## src/include/tstc_defs.vh

```
// tstc_defs.vh: register offsets, field positions and reset values of the
// slave-mode / trigger-control block. definitions only.
`ifndef TSTC_DEFS_VH
`define TSTC_DEFS_VH
`define TSTC_SMCR_OFF 12'h008
`define TSTC_DIER_OFF 12'h00c
`define TSTC_SMCR_RST 32'h0000_0000
`define TSTC_DIER_RST 32'h0000_0000
`define TSTC_SMCR_MASK 32'h0000_fff7
`define TSTC_DIER_MASK 32'h0000_5f5f
`define TSTC_SMS_LSB 0
`define TSTC_TS_LSB 4
`define TSTC_MSM_BIT 7
`define TSTC_ETF_LSB 8
`define TSTC_ETPS_LSB 12
`define TSTC_ECE_BIT 14
`define TSTC_ETP_BIT 15
`define TSTC_UIE_BIT 0
`define TSTC_CCIE_LSB 1
`define TSTC_TIE_BIT 6
`define TSTC_UDE_BIT 8
`define TSTC_CCDE_LSB 9
`define TSTC_TDE_BIT 14
`define TSTC_SMS_OFF 3'h0
`define TSTC_SMS_QD0 3'h1
`define TSTC_SMS_QD1 3'h2
`define TSTC_SMS_QD2 3'h3
`define TSTC_SMS_RESTART 3'h4
`define TSTC_SMS_PAUSE 3'h5
`define TSTC_SMS_EVENT 3'h6
`define TSTC_SMS_EXTCLK 3'h7
`define TSTC_TS_EXT_TRIG_FILTERED 3'h7
`define TSTC_DTS_DIV 4'h2
`endif

```

## src/rtl/tstc_top.v

```verilog
// tstc_top.v: trigger selection, external trigger prescaler and filter,
// slave mode controller and dma/interrupt enable gating of a timer.
// assumes an apb master on clock, counter core and channels outside; pins
// and other timers' triggers are asynchronous and synchronised here.
// Behaviour
// - external trigger filter changes output after N equal samples; code 0 is N=1
// - codes 1..3 sample at kernel clock N=2,4,8; higher codes divided dead-time clock
// - sync start bit makes selected trigger the start event for chained timers
// - trigger select 0..3 picks internal triggers 0..3
// - select 4..7 picks ch1 edge, ch1 filtered, ch2 filtered, external trigger
// - slave mode 0: counter clocked by kernel clock while enable bit set
// - mode 1 counts on ch2 edges, direction from ch1 level
// - mode 2 counts on ch1 edges, direction from ch2 level
// - mode 3 counts on both edges, direction from the other input
// - mode 4 rising trigger restarts counter and reloads shadow registers
// - mode 5 counter clock runs while trigger high, stops while low
// - mode 6 rising trigger starts counter, never stopped by slave logic
// - mode 7 counter steps on each rising trigger edge
// - trigger dma enable bit 14 gates trigger dma request
// - bits 12..9 gate channel 4..1 capture/compare dma requests
// - update dma enable bit 8 gates update dma request
// - bit 6 gates trigger interrupt, bits 4..1 gate channel interrupts
// - with both external clock modes on, filtered external trigger clocks counter
// - trigger event on rising edge while slave mode is not 0, on both edges in pause mode
// - bit 0 gates update interrupt
`timescale 1ns/1ns
`default_nettype none
`include "tstc_defs.vh"
module tstc_top #(
   parameter DTS_DIV = 2
)(
   input wire clock,
   input wire nrst,
   input wire psel,
   input wire penable,
   input wire pwrite,
   input wire [11:0] paddr,
   input wire [31:0] pwdata,
   output reg [31:0] prdata,
   output reg pready,
   output reg pslverr,
   input wire [3:0] internal_trigger,
   input wire ch1_edge_detect,
   input wire ch1_filtered_input,
   input wire ch2_filtered_input,
   input wire ext_trig_pin,
   input wire counter_enable_bit,
   input wire update_event,
   input wire [3:0] cc_event,
   output reg count_step,
   output reg count_down,
   output reg counter_restart,
   output reg counter_start,
   output reg trigger_event,
   output reg trigger_input,
   output reg ext_trig_filtered,
   output reg update_irq,
   output reg trig_irq,
   output reg [3:0] cc_irq,
   output reg update_dma_req,
   output reg trig_dma_req,
   output reg [3:0] cc_dma_req
);

   // filter length for a code; kernel-rate codes first
   function [3:0] flt_len;
      input [3:0] code;
      begin
         case (code)
            4'h0: flt_len = 4'h1;
            4'h1: flt_len = 4'h2;
            4'h2: flt_len = 4'h4;
            4'h3: flt_len = 4'h8;
            4'h4, 4'h6, 4'h8, 4'he: flt_len = 4'h6;
            4'h9, 4'ha: flt_len = 4'h5;
            default: flt_len = 4'h8;
         endcase
      end
   endfunction

   // log2 of the dead-time divider applied per code
   function [2:0] flt_shift;
      input [3:0] code;
      begin
         case (code)
            4'h4, 4'h5: flt_shift = 3'h1;
            4'h6, 4'h7: flt_shift = 3'h2;
            4'h8, 4'h9: flt_shift = 3'h3;
            4'ha, 4'hb, 4'hc, 4'hd: flt_shift = 3'h4;
            4'he, 4'hf: flt_shift = 3'h5;
            default: flt_shift = 3'h0;
         endcase
      end
   endfunction

   // reset release and pin synchronisers, two flops each; only s2 copies are read
   reg rst_s1_q;
   reg rst_s2_q;
   reg [7:0] in_s1_q;
   reg [7:0] in_s2_q;
   always @(posedge clock or negedge nrst)
   begin
      if (!nrst)
      begin
         rst_s1_q <= 1'b0;
         rst_s2_q <= 1'b0;
         in_s1_q <= 8'h00;
         in_s2_q <= 8'h00;
      end
      else
      begin
         rst_s1_q <= 1'b1;
         rst_s2_q <= rst_s1_q;
         in_s1_q <= {ext_trig_pin, ch2_filtered_input, ch1_filtered_input, ch1_edge_detect, internal_trigger};
         in_s2_q <= in_s1_q;
      end
   end
   wire rst_n = rst_s2_q;

   // registers
   reg [31:0] smcr_q;
   reg [31:0] dier_q;
   wire [2:0] slave_mode_select = smcr_q[`TSTC_SMS_LSB+2:`TSTC_SMS_LSB];
   wire [2:0] trigger_select = smcr_q[`TSTC_TS_LSB+2:`TSTC_TS_LSB];
   wire sync_start_enable = smcr_q[`TSTC_MSM_BIT];
   wire [3:0] ext_trig_filter = smcr_q[`TSTC_ETF_LSB+3:`TSTC_ETF_LSB];
   wire [1:0] ext_trig_psc = smcr_q[`TSTC_ETPS_LSB+1:`TSTC_ETPS_LSB];
   wire ext_clock2_enable = smcr_q[`TSTC_ECE_BIT];
   wire ext_trig_pol = smcr_q[`TSTC_ETP_BIT];

   // apb slave: one wait state, unmapped addresses answer slverr
   wire acc = psel && penable && !pready;
   wire hit_smcr = (paddr == `TSTC_SMCR_OFF);
   wire hit_dier = (paddr == `TSTC_DIER_OFF);
   always @(posedge clock or negedge rst_n)
   begin
      if (!rst_n)
      begin
         smcr_q <= `TSTC_SMCR_RST;
         dier_q <= `TSTC_DIER_RST;
         prdata <= 32'h0000_0000;
         pready <= 1'b0;
         pslverr <= 1'b0;
      end
      else
      begin
         pready <= acc;
         pslverr <= acc && !hit_smcr && !hit_dier;
         if (acc && pwrite && hit_smcr)
            smcr_q <= pwdata & `TSTC_SMCR_MASK; // reserved bit 3 held at zero
         if (acc && pwrite && hit_dier)
            dier_q <= pwdata & `TSTC_DIER_MASK;
         if (acc && !pwrite)
            prdata <= hit_smcr ? smcr_q : (hit_dier ? dier_q : 32'h0000_0000);
         else
            prdata <= 32'h0000_0000;
      end
   end

   wire ch1_f = in_s2_q[5];
   wire ch2_f = in_s2_q[6];
   wire etr_pol = in_s2_q[7] ^ ext_trig_pol;

   // external trigger prescaler: divides active edges by 1,2,4,8
   reg etr_last_q;
   reg [2:0] psc_cnt_q;
   wire etr_rise = etr_pol && !etr_last_q;
   wire [2:0] psc_top = (3'h1 << (ext_trig_psc - 2'h1)) - 3'h1; // two toggles make one output period
   reg ext_trig_prescaled;
   always @(posedge clock or negedge rst_n)
   begin
      if (!rst_n)
      begin
         etr_last_q <= 1'b0;
         psc_cnt_q <= 3'h0;
         ext_trig_prescaled <= 1'b0;
      end
      else
      begin
         etr_last_q <= etr_pol;
         if (ext_trig_psc == 2'h0)
            ext_trig_prescaled <= etr_pol;
         else if (etr_rise)
         begin
            if (psc_cnt_q >= psc_top)
            begin
               psc_cnt_q <= 3'h0;
               ext_trig_prescaled <= ~ext_trig_prescaled;
            end
            else
               psc_cnt_q <= psc_cnt_q + 3'h1;
         end
      end
   end

   // dead-time clock enable and its further division for sampling
   reg [3:0] dts_cnt_q;
   reg [4:0] smp_cnt_q;
   wire dts_tick = (dts_cnt_q == 4'h0);
   wire [4:0] smp_mask = (5'h1 << flt_shift(ext_trig_filter)) - 5'h1;
   wire kern_rate = (ext_trig_filter != 4'h0) && (ext_trig_filter < 4'h4);
   wire smp_en = kern_rate ? 1'b1 : (dts_tick && ((smp_cnt_q & smp_mask) == 5'h0));
   always @(posedge clock or negedge rst_n)
   begin
      if (!rst_n)
      begin
         dts_cnt_q <= 4'h0;
         smp_cnt_q <= 5'h0;
      end
      else
      begin
         dts_cnt_q <= (dts_cnt_q >= DTS_DIV[3:0] - 4'h1) ? 4'h0 : dts_cnt_q + 4'h1;
         if (dts_tick)
            smp_cnt_q <= smp_cnt_q + 5'h1;
      end
   end

   // digital filter: output follows input after N equal samples
   reg [3:0] flt_cnt_q;
   always @(posedge clock or negedge rst_n)
   begin
      if (!rst_n)
      begin
         flt_cnt_q <= 4'h0;
         ext_trig_filtered <= 1'b0;
      end
      else if (smp_en)
      begin
         if (ext_trig_prescaled == ext_trig_filtered)
            flt_cnt_q <= 4'h0;
         else if (flt_cnt_q + 4'h1 >= flt_len(ext_trig_filter))
         begin
            ext_trig_filtered <= ext_trig_prescaled;
            flt_cnt_q <= 4'h0;
         end
         else
            flt_cnt_q <= flt_cnt_q + 4'h1;
      end
   end

   // trigger source multiplexer
   reg trg_sel;
   always @*
   begin
      case (trigger_select)
         3'h0, 3'h1, 3'h2, 3'h3: trg_sel = in_s2_q[trigger_select[1:0]];
         3'h4: trg_sel = in_s2_q[4];
         3'h5: trg_sel = ch1_f;
         3'h6: trg_sel = ch2_f;
         default: trg_sel = ext_trig_filtered;
      endcase
   end

   // edge history; reselecting the trigger is legal only with slave mode off, so no glitch filter
   reg trg_last_q;
   reg ch1_last_q;
   reg ch2_last_q;
   reg ext_trig_filtered_last_q;
   reg started_q;
   wire trg_rise = trg_sel && !trg_last_q;
   wire trg_edge = trg_sel ^ trg_last_q;
   wire ch1_edge = ch1_f ^ ch1_last_q;
   wire ch2_edge = ch2_f ^ ch2_last_q;
   wire ext_trig_filtered_rise = ext_trig_filtered && !ext_trig_filtered_last_q;
   wire sm_on = (slave_mode_select != `TSTC_SMS_OFF);

   // slave mode controller
   reg step_d;
   reg down_d;
   reg trig_d;
   always @*
   begin
      step_d = 1'b0;
      down_d = count_down;
      trig_d = sm_on && trg_rise;
      case (slave_mode_select)
         `TSTC_SMS_OFF: step_d = counter_enable_bit;
         `TSTC_SMS_QD0:
         begin
            step_d = ch2_edge;
            down_d = ch2_edge ? (ch1_f ^ ch2_f) : count_down;
         end
         `TSTC_SMS_QD1:
         begin
            step_d = ch1_edge;
            down_d = ch1_edge ? ~(ch1_f ^ ch2_f) : count_down;
         end
         `TSTC_SMS_QD2:
         begin
            step_d = ch1_edge || ch2_edge;
            down_d = ch1_edge ? ~(ch1_f ^ ch2_f) : (ch2_edge ? (ch1_f ^ ch2_f) : count_down);
         end
         `TSTC_SMS_PAUSE:
         begin
            step_d = trg_sel;
            trig_d = trg_edge;
         end
         `TSTC_SMS_EXTCLK: step_d = trg_rise;
         default: step_d = counter_enable_bit || started_q;
      endcase
      if (ext_clock2_enable)
         step_d = ext_trig_filtered_rise; // external clock 2 wins
   end

   always @(posedge clock or negedge rst_n)
   begin
      if (!rst_n)
      begin
         trg_last_q <= 1'b0;
         ch1_last_q <= 1'b0;
         ch2_last_q <= 1'b0;
         ext_trig_filtered_last_q <= 1'b0;
         started_q <= 1'b0;
         count_step <= 1'b0;
         count_down <= 1'b0;
         counter_restart <= 1'b0;
         counter_start <= 1'b0;
         trigger_event <= 1'b0;
         trigger_input <= 1'b0;
      end
      else
      begin
         trg_last_q <= trg_sel;
         ch1_last_q <= ch1_f;
         ch2_last_q <= ch2_f;
         ext_trig_filtered_last_q <= ext_trig_filtered;
         // event mode latches run; only leaving the mode clears it
         if (slave_mode_select != `TSTC_SMS_EVENT)
            started_q <= 1'b0;
         else if (trg_rise)
            started_q <= 1'b1;
         count_step <= step_d;
         count_down <= down_d;
         counter_restart <= (slave_mode_select == `TSTC_SMS_RESTART) && trg_rise;
         // start pulse lets chained timers begin together
         counter_start <= trg_rise && ((slave_mode_select == `TSTC_SMS_EVENT) || sync_start_enable);
         trigger_event <= trig_d;
         trigger_input <= trg_sel;
      end
   end

   // dma and interrupt gating; the enable enters directly so a clear masks the next cycle's output
   always @(posedge clock or negedge rst_n)
   begin
      if (!rst_n)
      begin
         update_irq <= 1'b0;
         trig_irq <= 1'b0;
         cc_irq <= 4'h0;
         update_dma_req <= 1'b0;
         trig_dma_req <= 1'b0;
         cc_dma_req <= 4'h0;
      end
      else
      begin
         update_irq <= update_event && dier_q[`TSTC_UIE_BIT];
         trig_irq <= trig_d && dier_q[`TSTC_TIE_BIT];
         cc_irq <= cc_event & dier_q[`TSTC_CCIE_LSB+3:`TSTC_CCIE_LSB];
         update_dma_req <= update_event && dier_q[`TSTC_UDE_BIT];
         trig_dma_req <= trig_d && dier_q[`TSTC_TDE_BIT];
         cc_dma_req <= cc_event & dier_q[`TSTC_CCDE_LSB+3:`TSTC_CCDE_LSB];
      end
   end

endmodule
`default_nettype wire

```

## config.mk

```make
export PLATFORM = sky130hd
export DESIGN_NAME = tstc_top
export DESIGN_NICKNAME = d
export VERILOG_FILES = /design/src/rtl/tstc_top.v
export VERILOG_INCLUDE_DIRS = /design/src /design/src/include
export SDC_FILE = /design/constraint.sdc
export NUM_CORES = 1
export LEC_CHECK = 0
export ABC_AREA = 1
export BUFFER_PORTS_ARGS = -buffer_cell sky130_fd_sc_hd__buf_2
export CORE_MARGIN = 2
export CORE_UTILIZATION = 54
export CTS_CLUSTER_SIZE = 8
export DETAILED_ROUTE_END_ITERATION = 16
export GPL_TIMING_DRIVEN = 0
export PLACE_DENSITY = 0.79
export SLEW_MARGIN = 0
export SYNTH_ARGS = -nofsm -noshare
export SYNTH_HDL_FRONTEND = slang
export SYNTH_SLANG_ARGS = --single-unit
```

## constraint.sdc

```tcl
create_clock -name clock -period 3 [get_ports clock]
set_input_delay 0.3 -clock clock [delete_from_list [all_inputs] [get_ports clock]]
set_output_delay 0.3 -clock clock [all_outputs]
set_load 0.01 [all_outputs]
```

# == After elaboration in Yosys (flattened, before gate mapping) ==
# Memory sizes are Yosys's and may differ from the RTL's.
# Cells that the tools add are included.
# word_totals
regBits,120
elab_cells,149
mem_bits_ro,112
mem_count,2
output_inout_bits,53
in_bits,63
# mem_list
name,words,width,rd,rd_ports_with_merged_regs,write_ports,line,source
(name not given),16,4,1,0,0,tstc_top.v:69,case (code)
(name not given),16,3,1,0,0,tstc_top.v:85,case (code)
# op_classes
n_shift,2
n_reduce_logical,46
n_eq_ne,18
n_mux,25
magnitude_cmp,5
n_addsub,7
n_bitwise,12
# ops
op,n
2-to-1 mux 16 bit,2
"equality test 12 x 4 -> 1 bit, second input constant",2
"equality test 3 bit, second input constant",7
logical AND 1 bit,20
2-to-1 mux 4 bit,5
2-to-1 mux 15 bit,1
"equality test 3 x 2 -> 1 bit, second input constant",4
2-to-1 mux 1 bit,12
"adder 4 x 1 -> 4 bit, second input constant",2
bitwise AND 4 bit,2
logical NOT 1 bit,7
"equality test 3 x 1 -> 1 bit, second input constant",2
logical NOT 3 bit,2
case mux 1 bit (6 select lines),1
AND reduction 2 bit,3
nonzero test 2 bit,3
nonzero test 3 bit,2
"adder 5 x 1 -> 5 bit, second input constant",1
bitwise AND 5 bit,1
logical NOT 5 bit,1
"<< shifter 1 x 3 -> 5 bit, first input constant",1
"subtractor 5 x 1 -> 5 bit, second input constant",1
XOR 1 bit,5
">= comparator 4 x 1 -> 1 bit, second input constant",1
other kinds (22),27

# == Depth between registers and ports, before layout ==
# An unclocked memory read counts as a cell.
# logic_depth
ltp_word,11
ltp_mapped,16
mapped_depth_nobuf,16

# == Worst setup path after synthesis ==
# No wires, ideal clock.
# synth_path
kind,reg2reg
from,register smcr_q[9]
to,register flt_cnt_q[2]
path_slack_ns,0.912
setup_time_ns,0.065
arrival_time_ns,2.023
path_stages_with_launch,14
path_cell_list,dfrtp_1 > inv_1 > ha_1 > inv_1 > o21ai_0 > o221ai_1 > ha_1 > inv_1 > nor2_1 > o211ai_1 > nand3_1 > a21oi_1 > nand3_1 > nand2_1
# synth_via
elab_chain_cells,7
elab_cells_between_ends,16
# synth_lines
element,line,source
start: declaration,tstc_top.v:121,reg [31:0] smcr_q;
start signal: assignment,tstc_top.v:139,smcr_q <= `TSTC_SMCR_RST;
start signal: assignment,tstc_top.v:150,smcr_q <= pwdata & `TSTC_SMCR_MASK;
memory read (16 x 3 bit),-,
<< shifter 1 x 3 -> 5 bit,tstc_top.v:200,wire [4:0] smp_mask = (5'h1 << flt_shift(ext_trig_filter)) - 5'h1;
subtractor 5 x 1 -> 5 bit,tstc_top.v:200,
bitwise AND 5 bit,tstc_top.v:202,wire smp_en = kern_rate ? 1'b1 : (dts_tick && ((smp_cnt_q & smp_mask) == 5'h0));
logical NOT 5 bit,tstc_top.v:202,
logical AND 1 bit,tstc_top.v:202,
2-to-1 mux 1 bit,tstc_top.v:202,
end signal: assignment,tstc_top.v:237,flt_cnt_q <= flt_cnt_q + 4'h1;
end: declaration,tstc_top.v:219,reg [3:0] flt_cnt_q;
# Parallel ways exist; a longest one is shown, timed or not. The select of a mux whose other input is x is not followed.
# A chain may end at the register's enable or synchronous reset.

# == Worst setup path in the final report ==
# Ends and elaborated chain as after synthesis.

==> flow_summary.json <==
{
  "whs_path_depth": 1,
  "wl_met1_um": 4200,
  "crit_path_end_kind": "flop",
  "holdCritPathClass": "in2reg",
  "critical_path.most_common_cell": "inv_1",
  "cts_buffer_depth": 2,
  "die_extent_in_y_um": 99.2,
  "final_max_slew_viol_count": 0,
  "io-pin-count": 116,
  "crit-reg2reg-launch": "smcr_q[9]",
  "fillCellCount": 722,
  "synth.lib_cells_used.distinct": 43,
  "final.setup.worst_slack_ps": 610,
  "synth_sequential_area_ratio": 0.532,
  "die_area_um2": 9840,
  "grt_max_degree": 63,
  "drive_gt1_frac": 0.242,
  "clk_pin_slew_worst_paths_ps": 100,
  "route.vias.total": 3694,
  "cp.required_ps": 3310,
  "r2r.worst_path.cells": 13,
  "tritoncts_num_sinks": 104,
  "rows": 34,
  "yosys_warnings": 0,
  "report.final.hold_viol_count": 0,
  "synthArstFlopShare": 1.00,
  "drtAntennaViolNets": 0,
  "yosys-top-cells-area": "dfrtp_1 53%, ha_1 7.2%, nand2_1 6.5%, inv_1 6.4%, nor2_1 2.8%",
  "die_x_um": 99.2,
  "wl_per_cell_um": 13.7,
  "post_drt_via_cell_ratio": 5.02,
  "post_synth_most_frequent_cells": "104 x dfrtp_1, 85 x nand2_1, 83 x inv_1",
  "initial_core_util": 0.558,
  "top_layer": "met4",
  "num_antenna_cells": 0,
  "yosys.cell_count.top_type": "dfrtp_1",
  "vias_in_the_first_global_route": 3739,
  "critPathMaxFanout": 8,
  "final_area_um2": 5740,
  "cts_tree": "done",
  "skew_ps": 10.8,
  "antenna_violations_before_repair": 0,
  "routabilityCongestion": 0.911,
  "worstSetupPathDepth": 13,
  "met3WireLength_um": 399,
  "route.final.wire_length_um": 10100,
  "cp_cell_sequence": "inv_1 -> ha_1 -> inv_1 -> o21ai_0 -> o221ai_1 -> ha_1 -> inv_1 -> nor2_1 -> o211ai_1 -> nand3_1 -> a21oi_1 -> nand3_1 -> nand2_1",
  "ys.flop_type": "dfrtp_1",
  "critical_path_arrival_ps": 2700,
  "synth_edf_count": 0,
  "area_growth_pct": 17.4,
  "met2_length_um": 5140,
  "timing.hold.worst.start": "ext_trig_pin",
  "syn-mean-instance-area_um2": 9.57,
  "rsz_0062_raised_after_global_routing": "false",
  "worst-setup-path-type": "reg2reg",
  "track_usage": 0.216,
  "achievable-frequency_mhz": 418,
  "critPathTopFamily": "compound AO/OA/AOI/OAI gates",
  "cap_viol_max_count": 0,
  "ys_ff_latch": 104,
  "synth_largest_area_cell": "dfrtp_1",
  "post_synth_instance_area_um2": 4890,
  "clock_tree.root_cell": "clkbuf_8",
  "worst_path_max_delay_cell": "dfrtp_1",
  "drt-pass1-iter-count": 5,
  "design_power_total_mw": 2.76,
  "postCtsSetupBuffers": 0,
  "placedInstanceArea_um2": 5530,
  "timing.critical_path.from": "smcr_q[9]",
  "startpoint_type": "flop",
  "setup-violations-final": 0,
  "finish.net_count": 714,
  "power.static_leakage_nw": 3.09,
  "hpwl_um": 7590,
  "dr.first_iter.drc_count": 173,
  "critical_path.n_buffers_inverters": 3,
  "period_minus_slack_ps": 2390,
  "post_cts_resized": 0,
  "cts-buffers-inserted": 9,
  "yosysTopAreaCellShare": 0.532,
  "critical-path-max-stage-delay_ps": 480,
  "hold_ws_ps": 26.3,
  "grt_first_pass_wirelength_um": 16700,
  "post-place-ws_ps": 618,
  "core_area_um2": 8760,
  "run_status": "finished, final reports clean",
  "cts_max_level": 3,
  "vdd_ir_drop_max_v": 0.000292,
  "power-per-cell-area_nw_per_um2": 481,
  "remaining_drc_errors": 0,
  "placement.io_buffers": 83,
  "clock_latency_ps": 370,
  "syn_inst": 511,
  "overflow": 0,
  "post-route-period-util": 0.797
}
-- final cells by class --
class / instances / area, um^2 / share of cell area
multi-input combinational: 311 / 1850 / 0.321
sequential: 104 / 2610 / 0.454
buffer: 25 / 173 / 0.0301
clock inverter: 4 / 52.6 / 0.00915
tap: 108 / 135 / 0.0235
timing repair buffer: 85 / 453 / 0.0789
clock buffer: 12 / 145 / 0.0253
inverter: 87 / 332 / 0.0577
-- metrics by stage --
step	utilization	TNS, ps	instances
global route	0.655	0	736
floorplan	-	0	527
CTS	0.655	0	736
finish	0.655	0	736
detailed placement	0.631	0	719
global placement	0.628	-39760	718
-- placed cells by master, fill, tap and decap left out, types with 2 or more instances in the layout --
cell / n
nand4_1: 3
ha_1: 28
nor3_1: 4
inv_2: 3
nand3b_1: 4
conb_1: 18
dfrtp_1: 103
o21ai_0: 17
buf_4: 17
clkbuf_1: 3
nor2_1: 37
o32ai_1: 4
nand2_1: 85
o21ai_1: 22
nand3_2: 3
o32ai_2: 6
nand2_4: 2
nand2_2: 4
inv_6: 2
xnor2_1: 3
a21oi_1: 10
xor2_1: 7
mux2_1: 4
nor2_2: 4
inv_1: 83
nand3_1: 24
nor4_1: 2
clkbuf_8: 10
o211ai_1: 5
a31oi_1: 3
or2_2: 2
buf_2: 88
-- sequential cells by signal, summed over array words and instances (netlist names), 3 cells and up --
register    flops
in_s1_q         8
cc_irq          4
smcr_q         15
prdata         16
smp_cnt_q       5
dier_q         12
psc_cnt_q       3
flt_cnt_q       4
cc_dma_req      4
in_s2_q         8
dts_cnt_q       4
-- worst reg2reg max path: stages (launching register included) --
cell	delay [ps]
dfrtp_1	480
inv_1	250
ha_1	190
inv_1	60
o21ai_0	140
o221ai_1	130
ha_1	310
inv_1	60
nor2_1	30
o211ai_1	140
nand3_1	190
a21oi_1	180
nand3_1	100
nand2_1	70
-- per-layer routing --
layer / global-route usage / vias up
met3: 0.0295 / 29
met5: 0 / -
met2: 0.382 / 101
li1: - / 1822
met4: 0.111 / 0
met1: 0.259 / 1742
-- report_power, final --
group / internal (mW) / total (mW) / switching, mW / leakage, nW
sequential: 1.48 / 1.56 / 0.0770 / 1.37
combinational: 0.135 / 0.319 / 0.185 / 1.62
clock: 0.413 / 0.884 / 0.471 / 0.101
-- what timing repair did --
action	in CTS	in global routing
endpoints found under the setup margin	0	0
hold buffers	1	0
hold endpoints to repair	18	0
-- worst paths after layout --
check	to	slack, ps
worst min-delay path	in_s1_q[7]	30
max in group asynchronous	flt_cnt_q[0]	2130
worst max-delay path	flt_cnt_q[2]	610
worst min register to register	trg_last_q	240
min in group asynchronous	trg_last_q	240
worst max register to register	flt_cnt_q[2]	610
-- logic make-up (layout without fill, tap and decap cells) --
group | after synthesis | after routing | share of synthesized area
mux | 5 | 5 | 0.0115
fa+ha+maj | 28 | 28 | 0.0716
simple gates | 178 | 178 | 0.166
xor+xnor | 10 | 10 | 0.0179
buf+inv | 112 | 213 | 0.103
flops | 104 | 104 | 0.532
compound gates | 72 | 72 | 0.0967
other cells | 2 | 18 | 0.00154
Power figures use the tool's default switching activity.
